[src/rfecr_pkg.sv]
package rfecr_pkg;

  // ----------------------------------------------------------------------
  // Route limits and character ranges
  // ----------------------------------------------------------------------
  localparam int RFECR_MAX_DROPS = 8;
  localparam logic [4:0] RFECR_MAX_ROUTE_BYTES = 5'h10;
  localparam logic [4:0] RFECR_LEN_SATURATE = 5'h11;
  localparam logic [4:0] RFECR_ONE_DROP_BYTES = 5'h02;
  localparam logic [7:0] RFECR_DIGIT_LO = 8'h30;
  localparam logic [7:0] RFECR_DIGIT_HI = 8'h39;
  localparam logic [7:0] RFECR_LETTER_LO = 8'h41;
  localparam logic [7:0] RFECR_LETTER_HI = 8'h46;
  localparam logic [3:0] RFECR_NIBBLE_TEN = 4'hA;

  // Error code for an illegal route, decimal 29.
  localparam logic [7:0] RFECR_ERR_ILLEGAL_ROUTE = 8'h1D;
  localparam logic [7:0] RFECR_ERR_NONE = 8'h00;

  // ----------------------------------------------------------------------
  // Predefined destination table
  // ----------------------------------------------------------------------
  localparam int RFECR_DEST_WIDTH = 2;
  localparam int RFECR_TABLE_SIZE = 4;
  // Drop 0 sits in the low byte of each entry.
  localparam logic [RFECR_TABLE_SIZE-1:0][63:0] RFECR_TABLE_DROPS = {
    64'h0000_0000_0003_0201,
    64'h0000_0000_0000_0A05,
    64'h0000_0000_0000_0010,
    64'h0000_0000_0000_0000
  };
  localparam logic [RFECR_TABLE_SIZE-1:0][3:0] RFECR_TABLE_COUNTS = {
    4'h3,
    4'h2,
    4'h1,
    4'h0
  };

  // ----------------------------------------------------------------------
  // State encoding and register image
  // ----------------------------------------------------------------------
  typedef enum logic [1:0] {
    RFECR_ST_IDLE = 2'b01,
    RFECR_ST_SEND = 2'b10
  } rfecr_state_t;

  typedef struct packed {
    rfecr_state_t state;
    logic busy;
    logic [15:0][7:0] txChars;
    logic [4:0] txLen;
    logic [4:0] txIdx;
    logic [7:0] txByte;
    logic txValid;
    logic txLast;
    logic txDone;
    logic [15:0][7:0] rxBuf;
    logic [4:0] rxLen;
    logic rxBadChar;
    logic [4:0] rxRouteLen;
    logic rxRevOk;
    logic rxDone;
    logic rxNotReversible;
    logic rxRouteInvalid;
    logic [7:0] rxErrorCode;
  } rfecr_regs_t;

  localparam rfecr_regs_t RFECR_RESET = '{
    state: RFECR_ST_IDLE,
    busy: 1'b0,
    txChars: '0,
    txLen: 5'h00,
    txIdx: 5'h00,
    txByte: 8'h00,
    txValid: 1'b0,
    txLast: 1'b0,
    txDone: 1'b0,
    rxBuf: '0,
    rxLen: 5'h00,
    rxBadChar: 1'b0,
    rxRouteLen: 5'h00,
    rxRevOk: 1'b0,
    rxDone: 1'b0,
    rxNotReversible: 1'b0,
    rxRouteInvalid: 1'b0,
    rxErrorCode: 8'h00
  };

endpackage

[src/rfecr_route_unit.sv]
`timescale 1ns/1ns
`default_nettype none

// Function
// - A route of zero up to eight drops is accepted for sending.
// - Each drop is sent as two ASCII hex digits, drops in order.
// - The route comes whole from above or from the destination table.
// - A received route is reversible only if 0 to 16 bytes and even.
// - A non-reversible route is flagged to the link layer for a NAK.
// - Command route data is valid only if not one drop and all hex chars.
// - Invalid command route data yields error code 29, no execution.
// - A reply carries the command route with its drop order reversed.
// - A received reply gets the reversibility check only.
module rfecr_route_unit
  import rfecr_pkg::*;
#(
  parameter int MAX_DROPS = RFECR_MAX_DROPS
)
(
  input wire logic core_clk,
  input wire logic reset,
  input wire logic cmdStart,
  input wire logic cmdUseTable,
  input wire logic [3:0] cmdDropCount,
  input wire logic [63:0] cmdDrops,
  input wire logic [RFECR_DEST_WIDTH-1:0] cmdDestId,
  input wire logic replyStart,
  input wire logic txReady,
  output logic [7:0] txByte,
  output logic txValid,
  output logic txLast,
  output logic txDone,
  output logic busy,
  input wire logic [7:0] rxByte,
  input wire logic rxValid,
  input wire logic rxEnd,
  input wire logic rxIsCommand,
  output logic rxDone,
  output logic rxNotReversible,
  output logic rxRouteInvalid,
  output logic [7:0] rxErrorCode,
  output logic replyReady
);

  // ----------------------------------------------------------------------
  // Elaboration checks
  // ----------------------------------------------------------------------
  if (MAX_DROPS < 1 || MAX_DROPS > RFECR_MAX_DROPS)
  begin : gBadDrops
    $error("MAX_DROPS must lie between 1 and 8.");
  end

  // ----------------------------------------------------------------------
  // Helper functions
  // ----------------------------------------------------------------------

  // Turns one nibble into its ASCII hex character.
  function automatic logic [7:0] hexChar(input logic [3:0] nib);
    if (nib < RFECR_NIBBLE_TEN)
    begin
      hexChar = RFECR_DIGIT_LO + {4'h0, nib};
    end
    else
    begin
      hexChar = RFECR_LETTER_LO + {4'h0, nib - RFECR_NIBBLE_TEN};
    end
  endfunction

  // Tells whether a byte is one of the legal route characters.
  function automatic logic isRouteChar(input logic [7:0] b);
    isRouteChar = (b >= RFECR_DIGIT_LO && b <= RFECR_DIGIT_HI) ||
                  (b >= RFECR_LETTER_LO && b <= RFECR_LETTER_HI);
  endfunction

  // ----------------------------------------------------------------------
  // State
  // ----------------------------------------------------------------------
  rfecr_regs_t r_reg;
  rfecr_regs_t r_next;

  localparam logic [3:0] MAX_DROPS_L = 4'(MAX_DROPS);

  // ----------------------------------------------------------------------
  // Next-state logic
  // ----------------------------------------------------------------------

  // Builds routes for sending and checks routes as they arrive.
  always_comb
  begin
    logic load;
    logic [15:0][7:0] loadChars;
    logic [4:0] loadLen;
    logic [3:0] dropCnt;
    logic [63:0] drops;
    logic [3:0] nDrops;
    logic [3:0] srcDrop;
    logic [4:0] len;
    logic rev;
    logic invalid;
    load = 1'b0;
    loadChars = '0;
    loadLen = 5'h00;
    dropCnt = 4'h0;
    drops = 64'h0;
    nDrops = 4'h0;
    srcDrop = 4'h0;
    len = 5'h00;
    rev = 1'b0;
    invalid = 1'b0;
    r_next = r_reg;
    r_next.txDone = 1'b0;
    r_next.rxDone = 1'b0;

    // Command route: given whole or looked up, then hex encoded.
    if (cmdUseTable)
    begin
      dropCnt = RFECR_TABLE_COUNTS[cmdDestId];
      drops = RFECR_TABLE_DROPS[cmdDestId];
    end
    else
    begin
      dropCnt = cmdDropCount;
      drops = cmdDrops;
    end
    if (dropCnt > MAX_DROPS_L)
    begin
      dropCnt = MAX_DROPS_L;
    end

    case (r_reg.state)
      RFECR_ST_IDLE:
      begin
        if (cmdStart)
        begin
          load = 1'b1;
          loadLen = {dropCnt, 1'b0};
          for (int i = 0; i < RFECR_MAX_DROPS; i++)
          begin
            if (4'(i) < dropCnt)
            begin
              loadChars[2*i] = hexChar(drops[8*i+4 +: 4]);
              loadChars[2*i+1] = hexChar(drops[8*i +: 4]);
            end
          end
        end
        else if (replyStart && r_reg.rxRevOk)
        begin
          // Whole drop pairs swap ends; characters keep their order.
          load = 1'b1;
          loadLen = r_reg.rxRouteLen;
          nDrops = r_reg.rxRouteLen[4:1];
          for (int i = 0; i < RFECR_MAX_DROPS; i++)
          begin
            if (4'(i) < nDrops)
            begin
              srcDrop = nDrops - 4'h1 - 4'(i);
              loadChars[2*i] = r_reg.rxBuf[{srcDrop, 1'b0}];
              loadChars[2*i+1] = r_reg.rxBuf[{srcDrop, 1'b1}];
            end
          end
        end
        if (load)
        begin
          r_next.txChars = loadChars;
          r_next.txLen = loadLen;
          if (loadLen == 5'h00)
          begin
            r_next.txDone = 1'b1;
          end
          else
          begin
            r_next.state = RFECR_ST_SEND;
            r_next.busy = 1'b1;
            r_next.txByte = loadChars[0];
            r_next.txValid = 1'b1;
            // A non-empty route holds at least two chars, so never last.
            r_next.txLast = 1'b0;
            r_next.txIdx = 5'h01;
          end
        end
      end
      RFECR_ST_SEND:
      begin
        // Each byte stands until the link takes it.
        if (txReady)
        begin
          if (r_reg.txLast)
          begin
            r_next.state = RFECR_ST_IDLE;
            r_next.busy = 1'b0;
            r_next.txValid = 1'b0;
            r_next.txLast = 1'b0;
            r_next.txDone = 1'b1;
          end
          else
          begin
            r_next.txByte = r_reg.txChars[r_reg.txIdx[3:0]];
            r_next.txLast = (r_reg.txIdx + 5'h01 == r_reg.txLen);
            r_next.txIdx = r_reg.txIdx + 5'h01;
          end
        end
      end
      default:
      begin
        r_next = RFECR_RESET;
      end
    endcase

    // Received route bytes are stored and counted; the count saturates.
    if (rxValid)
    begin
      if (r_reg.rxLen < RFECR_MAX_ROUTE_BYTES)
      begin
        r_next.rxBuf[r_reg.rxLen[3:0]] = rxByte;
      end
      if (!isRouteChar(rxByte))
      begin
        r_next.rxBadChar = 1'b1;
      end
      if (r_reg.rxLen < RFECR_LEN_SATURATE)
      begin
        r_next.rxLen = r_reg.rxLen + 5'h01;
      end
    end

    // End of the route field: judge it and rearm for the next one.
    if (rxEnd)
    begin
      len = r_reg.rxLen;
      rev = (len <= RFECR_MAX_ROUTE_BYTES) && !len[0];
      invalid = rxIsCommand &&
                ((len == RFECR_ONE_DROP_BYTES) || r_reg.rxBadChar);
      r_next.rxDone = 1'b1;
      r_next.rxNotReversible = !rev;
      r_next.rxRouteInvalid = invalid;
      r_next.rxErrorCode = invalid ? RFECR_ERR_ILLEGAL_ROUTE
                                   : RFECR_ERR_NONE;
      r_next.rxRevOk = rev;
      r_next.rxRouteLen = len;
      r_next.rxLen = 5'h00;
      r_next.rxBadChar = 1'b0;
    end
  end

  // ----------------------------------------------------------------------
  // Registers
  // ----------------------------------------------------------------------

  // Holds the whole state; reset is synchronous.
  always_ff @(posedge core_clk)
  begin
    if (reset)
    begin
      r_reg <= RFECR_RESET;
    end
    else
    begin
      r_reg <= r_next;
    end
  end

  // ----------------------------------------------------------------------
  // Outputs
  // ----------------------------------------------------------------------

  // Every output is a field of the state register.
  assign txByte = r_reg.txByte;
  assign txValid = r_reg.txValid;
  assign txLast = r_reg.txLast;
  assign txDone = r_reg.txDone;
  assign busy = r_reg.busy;
  assign rxDone = r_reg.rxDone;
  assign rxNotReversible = r_reg.rxNotReversible;
  assign rxRouteInvalid = r_reg.rxRouteInvalid;
  assign rxErrorCode = r_reg.rxErrorCode;
  assign replyReady = r_reg.rxRevOk;

endmodule

`default_nettype wire

[config.mk]
export PLATFORM = sky130hd
export DESIGN_NAME = rfecr_route_unit
export DESIGN_NICKNAME = d
export VERILOG_FILES = /design/src/rfecr_pkg.sv /design/src/rfecr_route_unit.sv
export SDC_FILE = /design/constraint.sdc
export NUM_CORES = 1
export LEC_CHECK = 0
export BUFFER_PORTS_ARGS = -buffer_cell sky130_fd_sc_hd__buf_2
export CAP_MARGIN = 0
export CORE_MARGIN = 5
export CORE_UTILIZATION = 36
export CTS_CLUSTER_SIZE = 25
export DETAILED_ROUTE_END_ITERATION = 10
export PLACE_DENSITY_LB_ADDON = 0.2
export SETUP_SLACK_MARGIN = 0.02
export SLEW_MARGIN = 10
export SYNTH_ARGS = -nofsm -noshare
export SYNTH_HDL_FRONTEND = slang
export SYNTH_SLANG_ARGS = --single-unit
[constraint.sdc]
create_clock -name core_clk -period 4.4 [get_ports core_clk]
set_input_delay 0.88 -clock core_clk [delete_from_list [all_inputs] [get_ports core_clk]]
set_output_delay 0.88 -clock core_clk [all_outputs]
set_load 0.05 [all_outputs]
==> results.sh <==
export IMPL_post_route_period_util_pct=73.2
export IMPL_worstPathRequired_ps=4900
export IMPL_synth_edf_count=0
export IMPL_yosysWarnings=0
export IMPL_placed_area_mm2=0.0212
export IMPL_worst_pin_slew_ps=1270
export IMPL_cts_hold_buf=0
export IMPL_grt_pass1_wl_um=120000
export IMPL_drv_cap=0
export IMPL_final_cell_count_no_fill=3167
export IMPL_cts_sinks=294
export IMPL_drive_gt1_share_pct=14.9
export IMPL_clk_latency_ps=570
export IMPL_fin_tns_setup_ps=0
export IMPL_die_h_um=246
export IMPL_slowest_stage="nor2_1"
export IMPL_avgSynthCellArea_um2=8.36
export IMPL_ant_nets=0
export IMPL_powerDensity_mw_per_mm2=324
export IMPL_netlist_instances=2393
export IMPL_place_ws_ps=867
export IMPL_period_needed_ps=3220
export IMPL_synthTopCellsByArea="dfxtp_1, mux2i_1, mux4_2"
export IMPL_cp_start_kind="register"
export IMPL_cts_max_level=2
export IMPL_p_total_mw=7.29
export IMPL_syn_to_final_growth_pct=12.3
export IMPL_largest_reg_flops=279
export IMPL_r2r_start="r_reg[301]$_SDFFE_PP1P_"
export IMPL_crit_type="register to register"
export IMPL_min_path_type="register to register"
export IMPL_grt_usage_pct=26.1
export IMPL_cellLeakagePower_nw=8.05
export IMPL_wl_per_cell_um=25.9
export IMPL_reg2reg_depth=8
export IMPL_drtIter0Drc=2335
export IMPL_grt_max_degree=146
export IMPL_seq_area_frac_synth_pct=29.4
export IMPL_worst_path_largest_cell_delay_ps=800
export IMPL_slew_headroom_pct=14.9
export IMPL_antenna_found_initial=2
export IMPL_min_from="r_reg[240]$_SDFFE_PP0P_"
export IMPL_drc=0
export IMPL_port_buffers=106
export IMPL_synth_top_area_share_pct=29.4
export IMPL_clkSlewWorstSetupHoldPaths_ps=60
export IMPL_numCtsBuffers=38
export IMPL_peakVddDrop_mv=0.241
export IMPL_finClkSkew_ps=19.9
export IMPL_yosys_area_top_type="dfxtp_1"
export IMPL_r2r_end="r_reg[207]$_SDFFE_PP0P_"
export IMPL_post_route_util_pct=40.8
export IMPL_place_congestion=1.03
export IMPL_cts_root_buf="clkbuf_16"
export IMPL_start_util_pct=36.3
export IMPL_cts_buffer_depth=3
export IMPL_whs_endpoint="r_reg[240]$_SDFFE_PP0P_"
export IMPL_worstPathMaxFanout=18
export IMPL_async_flop_share_pct=0
export IMPL_dp_final_hpwl_um=62200
export IMPL_via_count=19200
export IMPL_synth_most_common_cell="nor2_1"
export IMPL_layout_nets=2538
export IMPL_path_cells="inv_1 -> ha_1 -> nor2b_1 -> nand2_1 -> nor2_1 -> and4_1 -> a221oi_1 -> nor2_1"
export IMPL_cts_resized=0
export IMPL_fin_area_mm2=0.0225
export IMPL_diodes=0
export IMPL_rrSetupSlack_ps=1180
export IMPL_dr_pass1_iters=6
export IMPL_cp_arrival_ps=3720
export IMPL_totalWireLength_um=82000
export IMPL_die_w_um=246
export IMPL_grt_ovfl_total=0
export IMPL_status="finished, final reports clean"
export IMPL_synth_seq_cells=294
export IMPL_worst_hold_slack_ps=446
export IMPL_fmax_mhz=310
export IMPL_ios=111
export IMPL_synth_area_mm2=0.0200
export IMPL_design_core_area_mm2=0.0551
export IMPL_crit_top_cell="nor2_1"
export IMPL_maxSlewViolCount=0
export IMPL_synthDistinctLibCells=67
export IMPL_fp_dieArea_mm2=0.0604
export IMPL_cts_tree="built"
export IMPL_place_inst=3101
export IMPL_final_setup_viol_count=0
export IMPL_grt_pass1_vias=17500
export IMPL_cp_end_kind="register"
export IMPL_synth_ff_type="dfxtp_1"
export IMPL_worst_hold_path_num_cells=2
export IMPL_postCtsSetupBuffers=0
export IMPL_vias_per_cell=6.05
export IMPL_ys_top_cells_by_count="nor2_1, dfxtp_1, a21oi_1"
export IMPL_fin_ws_ps=1180
export IMPL_rows=86
export IMPL_rsz0062_at_grt="false"
export IMPL_hold_violations=0
==> worst max-delay path by stage <==
stage | from | to
finish | r_reg[301]$_SDFFE_PP1P_ | r_reg[207]$_SDFFE_PP0P_
global route | r_reg[301]$_SDFFE_PP1P_ | r_reg[207]$_SDFFE_PP0P_
CTS | r_reg[301]$_SDFFE_PP1P_ | r_reg[207]$_SDFFE_PP0P_
detailed placement | cmdUseTable | txByte[6]$_SDFFE_PP0P_
global placement | cmdUseTable | txByte[6]$_SDFFE_PP0P_
floorplan | cmdUseTable | r_reg[230]$_SDFFE_PP0P_
==> logic make-up (layout without fill, tap and decap cells) <==
logic type | after synthesis | count (layout) | share of synthesized area, %
and+or+nand+nor | 799 | 799 | 19.6
AOI/OAI and AO/OA | 632 | 632 | 19.9
muxes | 310 | 310 | 19.6
DFF | 294 | 294 | 29.4
buffers and inverters | 240 | 263 | 5.13
xor gates and xnor gates | 59 | 59 | 2.79
adders and majority gates | 58 | 58 | 3.63
other | 1 | 4 | 0.0187
==> power breakdown <==
part	switching, mW	leakage, nW	internal, mW	total (mW)
clock	1.27	0.615	1.96	3.23
sequential	0.0579	2.38	2.73	2.79
combinational	0.900	5.06	0.371	1.27
==> per-layer routing <==
layer  routed length (um)  vias to the layer above  GRT usage, %
met5                   31                        -             0
met4                 3960                        4          10.6
met3                 6490                      172          5.00
met2                37100                      853          41.6
met1                34400                     9399          34.7
li1                     -                     8736             -
==> critical path, delay by kind of cell, from the launching register on <==
kind	cells	cell delay, ps
fa+ha+maj	1	330
simple gates	5	2310
compound gates	1	50
flops	1	380
buf+inv	1	60
==> area by class of cell <==
class | count | area [um^2]
sequential | 294 | 5890
multi-input combinational | 1862 | 13200
fill | 5496 | 32600
timing repair buffer | 171 | 1090
tap | 748 | 936
clock buffer | 56 | 1130
inverter | 26 | 98.8
clock inverter | 10 | 134
==> cells in the final DEF (no fill, tap or decap), types with 46 or more instances in the layout <==
master and instances:
a21oi_1 254, mux2_2 46, dfxtp_1 291, ha_1 56, mux2i_1 204, nor2_1 302
o21ai_0 104, buf_4 60, o22ai_1 46, mux4_2 60, nor2b_1 47, nor3b_1 137
nand2_1 196, buf_2 105, a22o_1 47
(Power assumes the default switching activity.)
